### config.mk
export PLATFORM = sky130hd
export DESIGN_NAME = tws_slave
export DESIGN_NICKNAME = d
export VERILOG_FILES = /design/src/hw/tws_pkg.sv /design/src/hw/tws_line_monitor.sv /design/src/hw/tws_slave.sv
export SDC_FILE = /design/constraint.sdc
export NUM_CORES = 1
export LEC_CHECK = 0
export BUFFER_PORTS_ARGS = -buffer_cell sky130_fd_sc_hd__buf_2
export CORE_MARGIN = 2
export CORE_UTILIZATION = 35
export DETAILED_ROUTE_END_ITERATION = 6
export SYNTH_ARGS = -nofsm -noshare
export SYNTH_HDL_FRONTEND = slang
export SYNTH_SLANG_ARGS = --single-unit
### constraint.sdc
create_clock -name clk -period 4.3 [get_ports clk]
set_input_delay 0.43 -clock clk [delete_from_list [all_inputs] [get_ports clk]]
set_output_delay 0.43 -clock clk [all_outputs]
set_load 0.02 [all_outputs]
### src/hw/tws_pkg.sv
// Purpose: shared constants and types of the two-wire slave state engine
// Assumes: 32-bit AHB-Lite register window, 8-bit registers in low lanes
// Notes:   status codes are stored with the two low bits zero

package tws_pkg;

   // ----------------------------------------------------------------
   // register offsets (byte addresses) and reset values
   // ----------------------------------------------------------------
   localparam logic [7:0] OFS_OWN_ADDR = 8'h00;
   localparam logic [7:0] OFS_CONTROL = 8'h04;
   localparam logic [7:0] OFS_STATUS = 8'h08;
   localparam logic [7:0] OFS_DATA = 8'h0c;
   localparam logic [7:0] RST_OWN_ADDR = 8'h00;
   localparam logic [7:0] RST_DATA = 8'hff;
   localparam logic [7:0] RST_STATUS = 8'hf8;

   // ----------------------------------------------------------------
   // control register bit positions, own-address general call enable bit
   // ----------------------------------------------------------------
   localparam int CTL_FLAG = 7;
   localparam int CTL_ACK_EN = 6;
   localparam int CTL_START_REQ = 5;
   localparam int CTL_STOP_REQ = 4;
   localparam int CTL_WCOL = 3;
   localparam int CTL_ENABLE = 2;
   localparam int CTL_IRQ_EN = 0;
   localparam int OWN_GC_EN = 0;

   // ----------------------------------------------------------------
   // status codes, prescaler bits taken as zero; general call address byte
   // ----------------------------------------------------------------
   localparam logic [7:0] SC_RX_ADDR = 8'h60;
   localparam logic [7:0] SC_RX_ARB = 8'h68;
   localparam logic [7:0] SC_GC_ADDR = 8'h70;
   localparam logic [7:0] SC_GC_ARB = 8'h78;
   localparam logic [7:0] SC_RX_ACK = 8'h80;
   localparam logic [7:0] SC_RX_NACK = 8'h88;
   localparam logic [7:0] SC_GC_ACK = 8'h90;
   localparam logic [7:0] SC_GC_NACK = 8'h98;
   localparam logic [7:0] SC_STOP_RESTART = 8'ha0;
   localparam logic [7:0] SC_TX_ADDR = 8'ha8;
   localparam logic [7:0] SC_TX_ARB = 8'hb0;
   localparam logic [7:0] SC_TX_ACK = 8'hb8;
   localparam logic [7:0] SC_TX_NACK = 8'hc0;
   localparam logic [7:0] SC_TX_LAST_ACK = 8'hc8;
   localparam logic [7:0] SC_NO_INFO = 8'hf8;
   localparam logic [7:0] GENERAL_CALL_BYTE = 8'h00;

   // ----------------------------------------------------------------
   // bit counting
   // ----------------------------------------------------------------
   localparam logic [3:0] CNT_BYTE_BITS = 4'h8;
   localparam logic [3:0] CNT_LAST_TX_BIT = 4'h7;

   // ----------------------------------------------------------------
   // types
   // ----------------------------------------------------------------
   // synchronised line events from the monitor
   typedef struct packed {
      logic sclRise;
      logic sclFall;
      logic sdaLvl;
      logic start;
      logic stop;
      logic busBusy;
   } tws_line_t;

   // software-owned control bits
   typedef struct packed {
      logic ackEn;
      logic startReq;
      logic stopReq;
      logic enable;
      logic irqEn;
   } tws_ctl_t;

   typedef enum logic [2:0] {
      ST_IDLE,
      ST_ADDR,
      ST_ADDR_ACK,
      ST_RX_BYTE,
      ST_RX_ACK,
      ST_TX_BYTE,
      ST_TX_ACK,
      ST_HOLD
   } tws_state_t;

endpackage : tws_pkg

### src/hw/tws_line_monitor.sv
// Purpose: synchronise the serial clock and data pins, find edges and conditions
// Assumes: pins idle high; clk much faster than the serial clock
// Notes:   outputs are registered and one cycle behind the second sync stage

`timescale 1ns/10ps
`default_nettype none

module tws_line_monitor
   import tws_pkg::*;
(
   // clock and reset
   input wire logic clk,
   input wire logic rst_b,
   // raw pins
   input wire logic sclPin,
   input wire logic sdaPin,
   // events
   output tws_line_t line
);

   logic sclMeta, sclSync, sclLast;
   logic sdaMeta, sdaSync, sdaLast;

   // ----------------------------------------------------------------
   // two-stage synchronisers plus history stage
   // ----------------------------------------------------------------
   always_ff @(posedge clk) begin
      if (!rst_b) begin
         sclMeta <= 1'b1;
         sclSync <= 1'b1;
         sclLast <= 1'b1;
         sdaMeta <= 1'b1;
         sdaSync <= 1'b1;
         sdaLast <= 1'b1;
      end else begin
         sclMeta <= sclPin;
         sclSync <= sclMeta;
         sclLast <= sclSync;
         sdaMeta <= sdaPin;
         sdaSync <= sdaMeta;
         sdaLast <= sdaSync;
      end
   end

   // edges, start and stop, bus occupancy
   always_ff @(posedge clk) begin
      if (!rst_b) begin
         line <= '{sclRise: 1'b0, sclFall: 1'b0, sdaLvl: 1'b1, start: 1'b0,
                   stop: 1'b0, busBusy: 1'b0};
      end else begin
         line.sclRise <= sclSync & ~sclLast;
         line.sclFall <= ~sclSync & sclLast;
         line.sdaLvl <= sdaSync;
         line.start <= sclSync & sclLast & sdaLast & ~sdaSync;
         line.stop <= sclSync & sclLast & ~sdaLast & sdaSync;
         if (sclSync && sclLast && sdaLast && !sdaSync) begin
            line.busBusy <= 1'b1;
         end else if (sclSync && sclLast && !sdaLast && sdaSync) begin
            line.busBusy <= 1'b0;
         end
      end
   end

endmodule : tws_line_monitor

`default_nettype wire

### src/hw/tws_slave.sv
// Purpose: slave receive/transmit state engine of a two-wire serial interface
// Assumes: AHB-Lite register access, pins sampled on clk, open-drain pads
// Notes:   master modes are outside; arbitration loss arrives as an input
//
// Behaviour
// - status read with prescaler bits zero
// - upper seven own-address bits are slave address
// - own-address bit 0 enables general call
// - read bit enters transmit, write enters receive
// - address match sets flag with valid status
// - lost arbitration then read reports 0xB0
// - ack-enable cleared makes current byte final
// - final byte gives 0xC0 on NACK, 0xC8 on ACK
// - after final byte ignore master, ones read
// - ack-enable zero: own address not answered
// - ack-enable zero still monitors, resumes when set
// - status 0x90 clear receives next, ack per enable
// - status 0x98 clear goes not addressed
// - stop or restart while addressed as receiver reports 0xA0
// - not addressed, ack-enable zero: recognise nothing
// - not addressed, ack-enable one: own, general call
// - pending start request issued when bus frees
// - flag cleared by writing one; continues
// - own address read acknowledged reports 0xA8
// - transmitted byte acknowledged reports 0xB8

`timescale 1ns/10ps
`default_nettype none

module tws_slave
   import tws_pkg::*;
(
   // clock and reset
   input wire logic clk,
   input wire logic rst_b,
   // ahb-lite slave
   input wire logic hsel,
   input wire logic [31:0] haddr,
   input wire logic [1:0] htrans,
   input wire logic hwrite,
   input wire logic [2:0] hsize,
   input wire logic [31:0] hwdata,
   input wire logic hready,
   output logic hreadyout,
   output logic [31:0] hrdata,
   output logic hresp,
   // serial clock pad
   input wire logic sclIn,
   output logic sclOut,
   output logic sclOe,
   // serial data pad
   input wire logic sdaIn,
   output logic sdaOut,
   output logic sdaOe,
   // master-side coupling
   input wire logic arbitrationLost,
   output logic startIssue,
   output logic busBusy
);

   tws_line_t line;
   tws_ctl_t ctl;
   tws_state_t state, resumeState;
   logic [7:0] ownAddr, dataReg, shiftReg, statusCode, readByte;
   logic [3:0] bitCnt;
   logic byteFlag, wcol, isGenCall, viaArbLost, lastByte, ackGiven, startPending;
   logic sdaLow;
   logic dpValid, dpWrite, rdDone, rdStall, wrEn;
   logic [7:0] dpAddr;
   logic flagClr, dataWr, ownMatch, gcMatch;

   // ----------------------------------------------------------------
   // helpers
   // ----------------------------------------------------------------
   // true while addressed as receiver (own or general call)
   function automatic logic inRxTransfer(input tws_state_t s, input tws_state_t r);
      inRxTransfer = (s == ST_RX_BYTE) || (s == ST_RX_ACK) ||
                     ((s == ST_HOLD) && (r == ST_RX_BYTE));
   endfunction : inRxTransfer

   // choose plain or arbitration-lost code
   function automatic logic [7:0] pickCode(input logic arb, input logic [7:0] plain,
                                           input logic [7:0] lost);
      pickCode = arb ? lost : plain;
   endfunction : pickCode

   // ----------------------------------------------------------------
   // line monitor
   // ----------------------------------------------------------------
   tws_line_monitor i_tws_line_monitor (
      .clk(clk),
      .rst_b(rst_b),
      .sclPin(sclIn),
      .sdaPin(sdaIn),
      .line(line)
   );

   assign busBusy = line.busBusy;

   // ----------------------------------------------------------------
   // ahb-lite slave
   // ----------------------------------------------------------------
   // address phase capture
   always_ff @(posedge clk) begin
      if (!rst_b) begin
         dpValid <= 1'b0;
         dpWrite <= 1'b0;
         dpAddr <= 8'h00;
      end else if (hready) begin
         dpValid <= hsel & htrans[1];
         dpWrite <= hwrite;
         dpAddr <= haddr[7:0];
      end
   end

   // reads take one wait state so that the data come from a flop
   assign rdStall = dpValid & ~dpWrite & ~rdDone;
   assign hreadyout = ~rdStall;
   assign hresp = 1'b0;
   assign wrEn = dpValid & dpWrite;
   assign flagClr = wrEn && (dpAddr == OFS_CONTROL) && hwdata[CTL_FLAG];
   assign dataWr = wrEn && (dpAddr == OFS_DATA);

   // read data register
   always_ff @(posedge clk) begin
      if (!rst_b) begin
         rdDone <= 1'b0;
         hrdata <= 32'h0000_0000;
      end else begin
         rdDone <= rdStall;
         if (rdStall) begin
            hrdata <= {24'h00_0000, readByte};
         end
      end
   end

   // read multiplexer, unmapped offsets read zero
   always_comb begin
      unique case (dpAddr)
         OFS_OWN_ADDR: readByte = ownAddr;
         OFS_CONTROL: readByte = {byteFlag, ctl.ackEn, ctl.startReq, ctl.stopReq, wcol,
                                  ctl.enable, 1'b0, ctl.irqEn};
         OFS_STATUS: readByte = byteFlag ? {statusCode[7:2], 2'b00} : SC_NO_INFO;
         OFS_DATA: readByte = dataReg;
         default: readByte = 8'h00;
      endcase
   end

   // software-owned registers
   always_ff @(posedge clk) begin
      if (!rst_b) begin
         ownAddr <= RST_OWN_ADDR;
         ctl <= '0;
      end else if (wrEn) begin
         if (dpAddr == OFS_OWN_ADDR) begin
            ownAddr <= hwdata[7:0];
         end
         if (dpAddr == OFS_CONTROL) begin
            ctl.ackEn <= hwdata[CTL_ACK_EN];
            ctl.startReq <= hwdata[CTL_START_REQ];
            ctl.stopReq <= hwdata[CTL_STOP_REQ];
            ctl.enable <= hwdata[CTL_ENABLE];
            ctl.irqEn <= hwdata[CTL_IRQ_EN];
         end
      end
   end

   // ----------------------------------------------------------------
   // address recognition
   // ----------------------------------------------------------------
   // live acknowledge enable gates both matches
   assign ownMatch = ctl.ackEn && (shiftReg[7:1] == ownAddr[7:1]);
   assign gcMatch = ctl.ackEn && ownAddr[OWN_GC_EN] &&
                    (shiftReg == GENERAL_CALL_BYTE);

   // ----------------------------------------------------------------
   // slave state engine
   // ----------------------------------------------------------------
   always_ff @(posedge clk) begin
      if (!rst_b) begin
         state <= ST_IDLE;
         resumeState <= ST_IDLE;
         bitCnt <= 4'h0;
         shiftReg <= 8'h00;
         sdaLow <= 1'b0;
         byteFlag <= 1'b0;
         statusCode <= RST_STATUS;
         dataReg <= RST_DATA;
         wcol <= 1'b0;
         isGenCall <= 1'b0;
         viaArbLost <= 1'b0;
         lastByte <= 1'b0;
         ackGiven <= 1'b0;
         startPending <= 1'b0;
         startIssue <= 1'b0;
      end else begin
         startIssue <= 1'b0;
         // clear first; any set below in this cycle wins
         if (flagClr) begin
            byteFlag <= 1'b0;
         end
         // data writes only count while the flag is set
         if (dataWr) begin
            if (byteFlag) begin
               dataReg <= hwdata[7:0];
               wcol <= 1'b0;
            end else begin
               wcol <= 1'b1;
            end
         end
         // queued start goes out once the bus is free
         if (startPending && !line.busBusy) begin
            startIssue <= 1'b1;
            startPending <= 1'b0;
         end
         if (!ctl.enable) begin
            state <= ST_IDLE;
            sdaLow <= 1'b0;
         end else if (line.stop) begin
            if (inRxTransfer(state, resumeState)) begin
               byteFlag <= 1'b1;
               statusCode <= SC_STOP_RESTART;
               resumeState <= ST_IDLE;
               state <= ST_HOLD;
            end else begin
               state <= ST_IDLE;
            end
            sdaLow <= 1'b0;
         end else if (line.start) begin
            if (inRxTransfer(state, resumeState)) begin
               byteFlag <= 1'b1;
               statusCode <= SC_STOP_RESTART;
            end
            state <= ST_ADDR;
            bitCnt <= 4'h0;
            viaArbLost <= 1'b0;
            sdaLow <= 1'b0;
         end else begin
            unique case (state)
               ST_IDLE: begin
                  sdaLow <= 1'b0; // not addressed: master reads ones
               end
               ST_ADDR: begin
                  if (arbitrationLost) begin
                     viaArbLost <= 1'b1;
                  end
                  if (line.sclRise) begin
                     shiftReg <= {shiftReg[6:0], line.sdaLvl};
                     bitCnt <= bitCnt + 4'h1;
                  end else if (line.sclFall && (bitCnt == CNT_BYTE_BITS)) begin
                     if (ownMatch || gcMatch) begin
                        sdaLow <= 1'b1;
                        isGenCall <= ~ownMatch;
                        state <= ST_ADDR_ACK;
                     end else begin
                        state <= ST_IDLE;
                     end
                  end
               end
               ST_ADDR_ACK: begin
                  if (line.sclFall) begin
                     sdaLow <= 1'b0;
                     byteFlag <= 1'b1;
                     state <= ST_HOLD;
                     if (isGenCall) begin
                        statusCode <= pickCode(viaArbLost, SC_GC_ADDR, SC_GC_ARB);
                        resumeState <= ST_RX_BYTE;
                     end else if (shiftReg[0]) begin
                        statusCode <= pickCode(viaArbLost, SC_TX_ADDR, SC_TX_ARB);
                        resumeState <= ST_TX_BYTE;
                     end else begin
                        statusCode <= pickCode(viaArbLost, SC_RX_ADDR, SC_RX_ARB);
                        resumeState <= ST_RX_BYTE;
                     end
                  end
               end
               ST_HOLD: begin
                  if (!byteFlag) begin
                     bitCnt <= 4'h0;
                     state <= resumeState;
                     if (resumeState == ST_TX_BYTE) begin
                        shiftReg <= dataReg;
                        sdaLow <= ~dataReg[7];
                        lastByte <= ~ctl.ackEn;
                     end
                     if ((resumeState == ST_IDLE) && ctl.startReq) begin
                        startPending <= 1'b1;
                     end
                  end
               end
               ST_RX_BYTE: begin
                  if (line.sclRise) begin
                     shiftReg <= {shiftReg[6:0], line.sdaLvl};
                     bitCnt <= bitCnt + 4'h1;
                  end else if (line.sclFall && (bitCnt == CNT_BYTE_BITS)) begin
                     dataReg <= shiftReg;
                     ackGiven <= ctl.ackEn;
                     sdaLow <= ctl.ackEn;
                     state <= ST_RX_ACK;
                  end
               end
               ST_RX_ACK: begin
                  if (line.sclFall) begin
                     sdaLow <= 1'b0;
                     byteFlag <= 1'b1;
                     state <= ST_HOLD;
                     resumeState <= ackGiven ? ST_RX_BYTE : ST_IDLE;
                     if (isGenCall) begin
                        statusCode <= ackGiven ? SC_GC_ACK : SC_GC_NACK;
                     end else begin
                        statusCode <= ackGiven ? SC_RX_ACK : SC_RX_NACK;
                     end
                  end
               end
               ST_TX_BYTE: begin
                  if (line.sclFall) begin
                     if (bitCnt == CNT_LAST_TX_BIT) begin
                        sdaLow <= 1'b0;
                        state <= ST_TX_ACK;
                     end else begin
                        bitCnt <= bitCnt + 4'h1;
                        shiftReg <= {shiftReg[6:0], 1'b1};
                        sdaLow <= ~shiftReg[6];
                     end
                  end
               end
               ST_TX_ACK: begin
                  if (line.sclRise) begin
                     ackGiven <= ~line.sdaLvl;
                  end else if (line.sclFall) begin
                     byteFlag <= 1'b1;
                     state <= ST_HOLD;
                     if (lastByte) begin
                        statusCode <= ackGiven ? SC_TX_LAST_ACK : SC_TX_NACK;
                        resumeState <= ST_IDLE;
                     end else if (ackGiven) begin
                        statusCode <= SC_TX_ACK;
                        resumeState <= ST_TX_BYTE;
                     end else begin
                        statusCode <= SC_TX_NACK;
                        resumeState <= ST_IDLE;
                     end
                  end
               end
            endcase
         end
      end
   end

   // ----------------------------------------------------------------
   // pad drivers, open drain: only ever pull low
   // ----------------------------------------------------------------
   // clock stretch while software services an addressed transfer;
   // ends with the first transmit bit, never ahead of it
   always_ff @(posedge clk) begin
      if (!rst_b) begin
         sclOe <= 1'b0;
         sdaOe <= 1'b0;
      end else begin
         sclOe <= (state == ST_HOLD) && (resumeState != ST_IDLE);
         sdaOe <= sdaLow;
      end
   end

   assign sclOut = 1'b0;
   assign sdaOut = 1'b0;

endmodule : tws_slave

`default_nettype wire

==> results of run 1 <==
[worst paths after layout]
path / endpoint / cells past startpoint / slack [ns]
worst max-delay path: bitCnt[2]$_SDFFE_PN0P_ / 5 / 1.70
worst min-delay path: i_tws_line_monitor.sclMeta$_SDFF_PN1_ / 2 / 0.27
worst max register to register: bitCnt[2]$_SDFFE_PN0P_ / 5 / 1.70
worst min register to register: i_tws_line_monitor.sdaSync$_SDFF_PN1_ / 1 / 0.41
[worst register-to-register path: cells and delay by family, from the launching register on]
family,cells,cell delay [ns]
AOI/OAI and AO/OA,2,0.75
DFF,1,0.64
and+or+nand+nor,3,1.15
[per-stage QoR]
stage	hold slack, ns	worst slack (ns)	utilization [%]
after detailed placement	0.405	1.58	37.5
after floorplan	0.386	2.38	-
after global placement	0.394	1.61	37.5
after global routing	0.272	1.56	39.6
after CTS	0.256	1.71	39.6
final	0.265	1.70	39.6
[cell families (layout without fill, tap and decap cells)]
group / after synthesis / count (layout) / share of synthesized area, %
mux: 34 / 34 / 9.63
simple gates: 194 / 194 / 23.4
fa+ha+maj: 3 / 3 / 0.867
other cells: 1 / 27 / 0.0866
buf+inv: 68 / 69 / 8.82
xor+xnor: 8 / 8 / 1.62
compound gates: 99 / 99 / 15.8
flops: 86 / 86 / 39.8
[registers in the layout, summed over array words and instances (netlist names), 3 cells and up]
register	flops
state	3
hrdata	8
resumeState	3
ownAddr	8
statusCode	6
dataReg	8
i_tws_line_monitor.line	6
bitCnt	4
shiftReg	8
dpAddr	8
ctl	5
[synth_stat cells (4+ instances only)]
cell type  count
a211oi_1      16
a21oi_1       21
a221o_1        4
a22oi_1        9
a31oi_1        4
and2_0         8
and3_1         4
buf_1          5
buf_2          4
buf_4         28
clkbuf_1      13
dfxtp_1       86
inv_1         14
mux2i_1       27
mux4_2         6
nand2_1       33
nand2b_1      16
nand3_1       19
nand3b_1       4
nand4_1        4
nor2_1        62
nor2b_1        6
nor3_1        11
o21ai_0        6
o21ai_1        8
o22ai_1        5
xnor2_1        8
[area by class of cell]
| class | count | area (µm²) |
|---|---|---|
| clock buffer | 11 | 243 |
| clock inverter | 3 | 21.3 |
| fill | 1227 | 7280 |
| inverter | 15 | 56.3 |
| multi-input combinational | 365 | 2320 |
| sequential | 86 | 1720 |
| tap | 168 | 210 |
| timing repair buffer | 40 | 208 |
[power breakdown]
| part | leakage, nW | total [mW] | internal, mW | switching [mW] |
|---|---|---|---|---|
| clock network | 0.128 | 0.711 | 0.402 | 0.309 |
| logic | 1.00 | 0.0919 | 0.0294 | 0.0625 |
| registers | 0.697 | 0.818 | 0.806 | 0.0112 |
[cells in the final DEF (no fill, tap or decap), drive strengths merged, types with 14 or more instances in the layout]
cell type   n
nor2       63
nand3      19
mux2i      27
a21oi      21
inv        16
nand2      33
conb       27
a211oi     16
o21ai      14
nand2b     16
buf        40
dfxtp      86
[layer usage]
metal,GRT usage [%],share of wire (%),up-vias
met5,0,0,-
met4,6.75,2.4,0
met3,3.58,5.7,28
met2,25.8,46,132
met1,20.9,46,1747
li1,-,-,1753
==> metrics.txt, run 1 <==
outcome completed; Post-CTS Setup Inserts 0; hpwl dp 7540 µm; YS warnings 0; MaxCap Viol Count 0; worst setup path start state[0]$_SDFFE_PN0P_; DRC viols 0; CP cell instances a21boi_2 > nor3b_2 > or3b_2 > nor3b_1 > a211o_1; Final setup viols 0; Core Region 12100 µm²; share of Yosys cell area claimed by the top area cell type 39.8%; clk_lat worst skew 0.34 ns; flops & latches, synth 86; Initial DRC Count 233; input/output buffers 37; Initial Utilization 35.9%; CP top delay family simple AND/OR/NAND/NOR gates; vias in the first global route 3331; H-tree levels 3; Antenna Nets Post-Route 0; Avg Vias per Cell 5.32; # nets final 597; Die Area 13300 µm²; HP Start sclIn; Main synth FF type dfxtp_1; Num CTS Buffers 9; worst clock skew 0.00724 ns; largest cells by area after synthesis dfxtp_1, mux2i_1, nor2_1, buf_4, mux4_2; Worst setup SP type flip-flop; number of synthesized flops with an enable pin 0; drt pass-1 iters 7; CTS tree built; Max VDD drop 0.000221 V; All-Layer GR Usage 16.1%; CTS sink count 86; max frequency 384 MHz; Die Y 115 µm; placed standard-cell area 4520 µm²; antenna violations before repair 0; crit end category flip-flop; global-route wire length before repair 16700 µm; Avg Cell Area, Syn 8.78 µm²; PostCTS Resize Cnt 0; Remaining Overflow, GRT 0; # IOs 117; Worst EP arrival 2.89 ns; maximum clock path buffer count 2; crit share post-route 60.5%; # hold bufs at CTS 0; post-route minimum period 2.60 ns; final std cells w/o fill 688; Synth area leader dfxtp_1; Cells after Synth 493; Tot Pwr 1.62 mW; Total Neg Setup Slack 0 ns; CP max stage cell dfxtp_1; critical path type reg2reg; CTS root buf clkbuf_16; endpoints failing hold 0; Rel. slew slack 35.6%; required time of the critical path 4.59 ns; RSZ-0062 raised after global routing no; Crit Path Max Fanout 17; via count 3660; Reg2Reg Launch Point state[0]$_SDFFE_PN0P_; final slew viol count 0; Area Overhead vs Synth 10.5%; ratio of cells with drive above 1 in the final layout 13.7%; sequential share of the synthesized area 39.8%; Worst-Margin Slew 0.964 ns; Hold Crit Class in2reg; WP buf/inv 0; power per cell area 339 nW/µm²; # placed instances 674; DR WL/cell 15.2 µm; final instance area 4780 µm²; Critical Path Max Stage Delay 0.64 ns; largest net degree at the start of global routing 54; clock transition at the registers of the reported paths 0.06 ns; unique cell type count in the Yosys netlist 65; Post-Synthesis Cell Area 4330 µm²; asr flop ratio synth 0%; Leak 1.83 nW; gpl congestion 0.865; num rows 40; Die Width 115 µm; final WL 10500 µm; Antenna Diode Count 0
Note: power is estimated with default switching activity, not from simulation.
==> run 2: changes to the inputs <==
==> constraint.sdc (replaced) <==
create_clock -name clk -period 2.2 [get_ports clk]
set_input_delay 0.22 -clock clk [delete_from_list [all_inputs] [get_ports clk]]
set_output_delay 0.22 -clock clk [all_outputs]
set_load 0.02 [all_outputs]
==> metrics.txt, run 2 (synthesis gave the netlist of run 1 again) <==
Critical Path Max Stage Delay 0.59 ns (-0.05 ns); # hold bufs at CTS 0 (unchanged); outcome completed; input/output buffers 37 (unchanged); max frequency 481 MHz (+25%); Num CTS Buffers 9 (unchanged); clk_lat worst skew 0.35 ns (about the same); CTS root buf clkbuf_16; # nets final 622 (+4.2%); Tot Pwr 3.56 mW (+120%); worst clock skew 0.00604 ns (-0.00120 ns); CP max stage cell or4_4; final WL 10900 µm (+4.0%); RSZ-0062 raised after global routing no; ratio of cells with drive above 1 in the final layout 17.9% (+4.3 points); Area Overhead vs Synth 16.7%; CP most frequent cell or4_4; CP cell instances or4_4 > or4_4 > and2_0 > a211oi_1 > o21ai_1; most frequent cells in the layout dfxtp_1, nor2_1, buf_2; Worst-Margin Slew 0.569 ns (-0.394 ns); commonest non-fill, non-tap cell in the layout dfxtp_1; CTS tree built; gpl congestion 0.871 (+0.64%); post-route minimum period 2.08 ns (-0.523 ns); Leak 1.99 nW (+8.9%); Total Neg Setup Slack 0 ns (unchanged); clock transition at the registers of the reported paths 0.06 ns (about the same); largest net degree at the start of global routing 53 (-1.9%); Die Width 115 µm (unchanged); CP top delay family simple AND/OR/NAND/NOR gates; Worst EP arrival 2.30 ns (-0.59 ns); required time of the critical path 2.42 ns (-2.17 ns); endpoints failing hold 0 (unchanged); Rel. slew slack 62.0% (+26 points); num rows 40 (unchanged); fillcell total 1217 (-0.81%); maximum clock path buffer count 2 (unchanged); critical path type reg2reg; Remaining Overflow, GRT 0 (unchanged); drt pass-1 iters 4 (-3); Hold Crit Class in2reg; # IOs 117 (unchanged); Antenna Diode Count 0 (unchanged); Crit Path Max Fanout 8 (-9); MaxCap Viol Count 0 (unchanged); DRC viols 0 (unchanged); Initial Utilization 35.9% (unchanged); All-Layer GR Usage 16.8% (+0.77 points); crit end category flip-flop; Die Area 13300 µm² (unchanged); setup ws final 0.121 ns (-1.58 ns); final instance area 5050 µm² (+5.7%); CTS sink count 86 (unchanged); post-layout util 41.9% (+2.2 points); DR WL/cell 15.2 µm (about the same); H-tree levels 3 (unchanged); Final setup viols 0 (unchanged); final slew viol count 0 (unchanged); hpwl dp 7790 µm (+3.3%); Worst setup SP type flip-flop; Avg Vias per Cell 5.12 (-3.7%); Antenna Nets Post-Route 0 (unchanged); global-route wire length before repair 17500 µm (+4.9%); setup slack at placement 0.0722 ns (-1.51 ns); Max VDD drop 0.000575 V (+160%); Initial DRC Count 258 (+11%); WP buf/inv 0 (unchanged); power per cell area 704 nW/µm² (+110%); via count 3662 (+0.055%); Die Y 115 µm (unchanged); crit share post-route 94.5% (+34 points); placed standard-cell area 4680 µm² (+3.7%); antenna violations before repair 0 (unchanged); Core Region 12100 µm² (unchanged); vias in the first global route 3460 (+3.9%)
run 2: per-stage QoR:
stage,std cells,hold slack [ns]
detailed placement,696,0.403
global route,715,0.0514
CTS,712,0.0482
global placement,696,0.396
finish,715,0.0572
floorplan,519,0.321
run 2: path summary, 6_finish.rpt:
kind / end / slack, ns / startpoint / depth (start not counted)
hold reg to reg: i_tws_line_monitor.sclSync$_SDFF_PN1_ / 0.42 / i_tws_line_monitor.sclMeta$_SDFF_PN1_ / 1
setup reg to reg: dataReg[3]$_SDFF_PN1_ / 0.12 / dpAddr[4]$_SDFFE_PN0P_ / 5
hold / removal: i_tws_line_monitor.sclMeta$_SDFF_PN1_ / 0.06 / sclIn / 2
setup / recovery: dataReg[3]$_SDFF_PN1_ / 0.12 / dpAddr[4]$_SDFFE_PN0P_ / 5
run 2: layer usage:
layer  wire length (µm)  global-route usage (%)  part of all wire, %
met5                  0                       0                    0
met2               5220                    27.4                   48
met3                506                    5.11                  4.7
met1               5040                    21.6                   46
met4                107                    5.14                 0.98
run 2: final cells by class:
type | instances | area [µm²] | area share [%]
Clock buffer | 10 | 229 | 4.53
Clock inverter | 6 | 118 | 2.33
Inverter | 15 | 56.3 | 1.11
Multi-Input combinational cell | 365 | 2320 | 46.0
Sequential cell | 86 | 1720 | 34.1
Tap cell | 168 | 210 | 4.16
Timing Repair Buffer | 65 | 395 | 7.83
run 2: report_power, final:
part           internal, mW  total [mW]  switching, mW
combinational        0.0645       0.196          0.132
clock                  1.12        1.77          0.649
sequential             1.58        1.59         0.0126
run 2: what timing repair did:
action,4_1_cts,5_1_grt
endpoints found under the hold margin,0,0
buffers inserted,0,3
resized for setup,0,1
setup endpoints to repair,0,2
==> run 3: changes to the inputs <==
--- a/config.mk
+++ b/config.mk
@@ -9,6 +9,8 @@
 export CORE_MARGIN = 2
 export CORE_UTILIZATION = 35
 export DETAILED_ROUTE_END_ITERATION = 6
+export RECOVER_POWER = 100
 export SYNTH_ARGS = -nofsm -noshare
 export SYNTH_HDL_FRONTEND = slang
+export SYNTH_HIERARCHICAL = 1
 export SYNTH_SLANG_ARGS = --single-unit
==> metrics.txt, run 3 <==
Main synth FF type dfxtp_1; endpoints failing hold 0 (unchanged); Multi-input gate area 2520 µm² (+8.4%); CP endpoint bitCnt[3]$_SDFFE_PN0P_; All-Layer GR Usage 16.8% (-0.075 points); flop2flop setup slack 0.12 ns (about the same); max frequency 480 MHz (-0.24%); asr flop ratio synth 0% (unchanged); via count 3923 (+7.1%); worst r2r dst bitCnt[3]$_SDFFE_PN0P_; Num CTS Buffers 9 (unchanged); register area 1720 µm² (unchanged); hpwl dp 8710 µm (+12%); unique cell type count in the Yosys netlist 70 (+7.7%); Initial Utilization 36.0% (+0.079 points); Leak 2.14 nW (+7.7%); most frequent cells in the layout dfxtp_1, nand2_1, nor2_1; global-route wire length before repair 18800 µm (+7.4%); top cells by count, synth dfxtp_1, nand2_1, nor2_1; DRC viols 0 (unchanged); gpl congestion 0.917 (+5.3%); vias in the first global route 3584 (+3.6%); Avg Vias per Cell 5.33 (+4.1%); Avg Cell Area, Syn 8.88 µm² (+1.2%); Area Overhead vs Synth 14.4%; MaxCap Viol Count 0 (unchanged); input/output buffers 37 (unchanged); fillcell total 1289 (+5.9%); CTS sink count 86 (unchanged); Worst setup SP type flip-flop; Worst-Margin Slew 0.823 ns (+0.254 ns); power per cell area 657 nW/µm² (-6.7%); Rel. slew slack 45.1% (-17 points); Reg2Reg Launch Point state[2]$_SDFFE_PN0P_; crit end category flip-flop; Antenna Nets Post-Route 0 (unchanged); maximum clock path buffer count 2 (unchanged); outcome completed; Worst Reg-to-Reg Cells 5 (unchanged); Die Area 13900 µm² (+4.7%); required time of the critical path 2.43 ns (about the same); drt pass-1 iters 5 (+1); post-route minimum period 2.08 ns (+0.00496 ns); Total Neg Setup Slack 0 ns (unchanged); # hold bufs at CTS 0 (unchanged); # nets final 639 (+2.7%); sequential share of the synthesized area 37.9% (-1.8 points); share of Yosys cell area claimed by the top area cell type 37.9% (-1.8 points); worst setup path start state[2]$_SDFFE_PN0P_; largest cells by area after synthesis dfxtp_1, mux2i_1, buf_4, nand2_1, mux4_2; most numerous cell in the Yosys netlist dfxtp_1; PostCTS Resize Cnt 0 (unchanged); Post-CTS Setup Inserts 0 (unchanged); largest net degree at the start of global routing 21 (-60%); CTS tree built; worst clock skew 0.00923 ns (+0.00319 ns); clk_lat worst skew 0.35 ns (about the same); critical path type reg2reg; ratio of cells with drive above 1 in the final layout 15.2% (-2.7 points); antenna violations before repair 0 (unchanged); Max VDD drop 0.000413 V (-28%); Worst EP arrival 2.32 ns (+0.02 ns); num rows 41 (+2.5%); CTS root buf clkbuf_16; H-tree levels 3 (unchanged); number of synthesized flops with an enable pin 0 (unchanged); Core Region 12600 µm² (+4.6%); Synth area leader dfxtp_1; Post-Synthesis Cell Area 4540 µm² (+4.9%); Cells after Synth 511 (+3.7%); Initial DRC Count 261 (+1.2%); final WL 11500 µm (+5.9%); clock transition at the registers of the reported paths 0.07 ns (about the same); Die Y 118 µm (+2.3%); flops & latches, synth 86 (unchanged); crit share post-route 94.7% (+0.23 points); Hold Crit Class in2reg; RSZ-0062 raised after global routing no; Antenna Diode Count 0 (unchanged); commonest non-fill, non-tap cell in the layout dfxtp_1; post-layout util 41.1% (-0.74 points); Crit Path Max Fanout 15 (+7); # IOs 117 (unchanged); Die Width 118 µm (+2.3%); Final setup viols 0 (unchanged); Remaining Overflow, GRT 0 (unchanged); DR WL/cell 15.6 µm (+2.9%); final slew viol count 0 (unchanged); YS warnings 6 (+6)
run 3: cell types whose count changed after synthesis, sizes merged, moves of 8 or more:
cell	previous run	this run
clkbuf	14	24
a22o	1	10
o211a	1	9
a211oi	16	6
a21boi	1	12
nor2	63	32
nor2b	6	19
nand2	33	44
a22oi	9	0
run 3: per-stage QoR:
stage          hold WS [ns]  setup WS [ns]  cells  area, µm²  total power [mW]
2_1_floorplan         0.293          0.149    537       4640              1.81
3_3_place_gp          0.387          0.157    720       4940              1.83
3_5_place_dp          0.395          0.171    720       4940              1.84
4_1_cts              0.0502          0.158    736       5260              3.44
5_1_grt              0.0581         0.0410    736       5190              3.53
6_report             0.0554          0.116    736       5190              3.41
run 3: how the worst min path moves through the flow:
stage                                          start                                    end  slack (ns)  depth (start not counted)
3_5_place_dp   i_tws_line_monitor/sclMeta$_SDFF_PN1_  i_tws_line_monitor/sclSync$_SDFF_PN1_        0.39                          1
6_report                                       sclIn  i_tws_line_monitor/sclMeta$_SDFF_PN1_        0.06                          2
5_1_grt                                        sclIn  i_tws_line_monitor/sclMeta$_SDFF_PN1_        0.06                          2
2_1_floorplan                                  rst_b  i_tws_line_monitor/sclMeta$_SDFF_PN1_        0.29                          1
3_3_place_gp   i_tws_line_monitor/sclMeta$_SDFF_PN1_  i_tws_line_monitor/sclSync$_SDFF_PN1_        0.39                          1
4_1_cts                                        sclIn  i_tws_line_monitor/sclMeta$_SDFF_PN1_        0.05                          2
run 3: final cells by class:
class,instances,area share [%]
Timing Repair Buffer,69,7.04
Clock inverter,6,1.45
Multi-Input combinational cell,377,48.5
Clock buffer,10,4.60
Sequential cell,86,33.2
Inverter,16,1.16
Tap cell,172,4.14
run 3: worst max-delay path, stage by stage (launching register included):
cell     delay, ns
dfxtp_1       0.47
and3_1        0.26
a21oi_1       0.23
or3b_2        0.49
nor2b_1       0.18
a221o_1       0.34
run 3: where the power goes:
part | switching, mW | internal [mW] | leakage (nW)
logic | 0.136 | 0.0686 | 1.29
registers | 0.0167 | 1.57 | 0.697
clock network | 0.683 | 0.932 | 0.152
run 3: cell families after synthesis:
| family | count (synthesis) | synth area share, % |
|---|---|---|
| AOI/OAI and AO/OA | 111 | 18.1 |
| xor gates and xnor gates | 7 | 1.35 |
| adders and majority gates | 3 | 0.827 |
| buffers and inverters | 74 | 8.68 |
| DFF | 86 | 37.9 |
| muxes | 33 | 8.99 |
| other | 1 | 0.0826 |
| and+or+nand+nor | 196 | 24.0 |
run 3: layer usage:
layer	track usage, %	vias to the layer above	wire (µm)
met5	0	-	0
met4	6.33	0	224
met3	3.29	19	654
met2	25.1	136	5170
met1	23.8	1889	5470
li1	-	1879	-
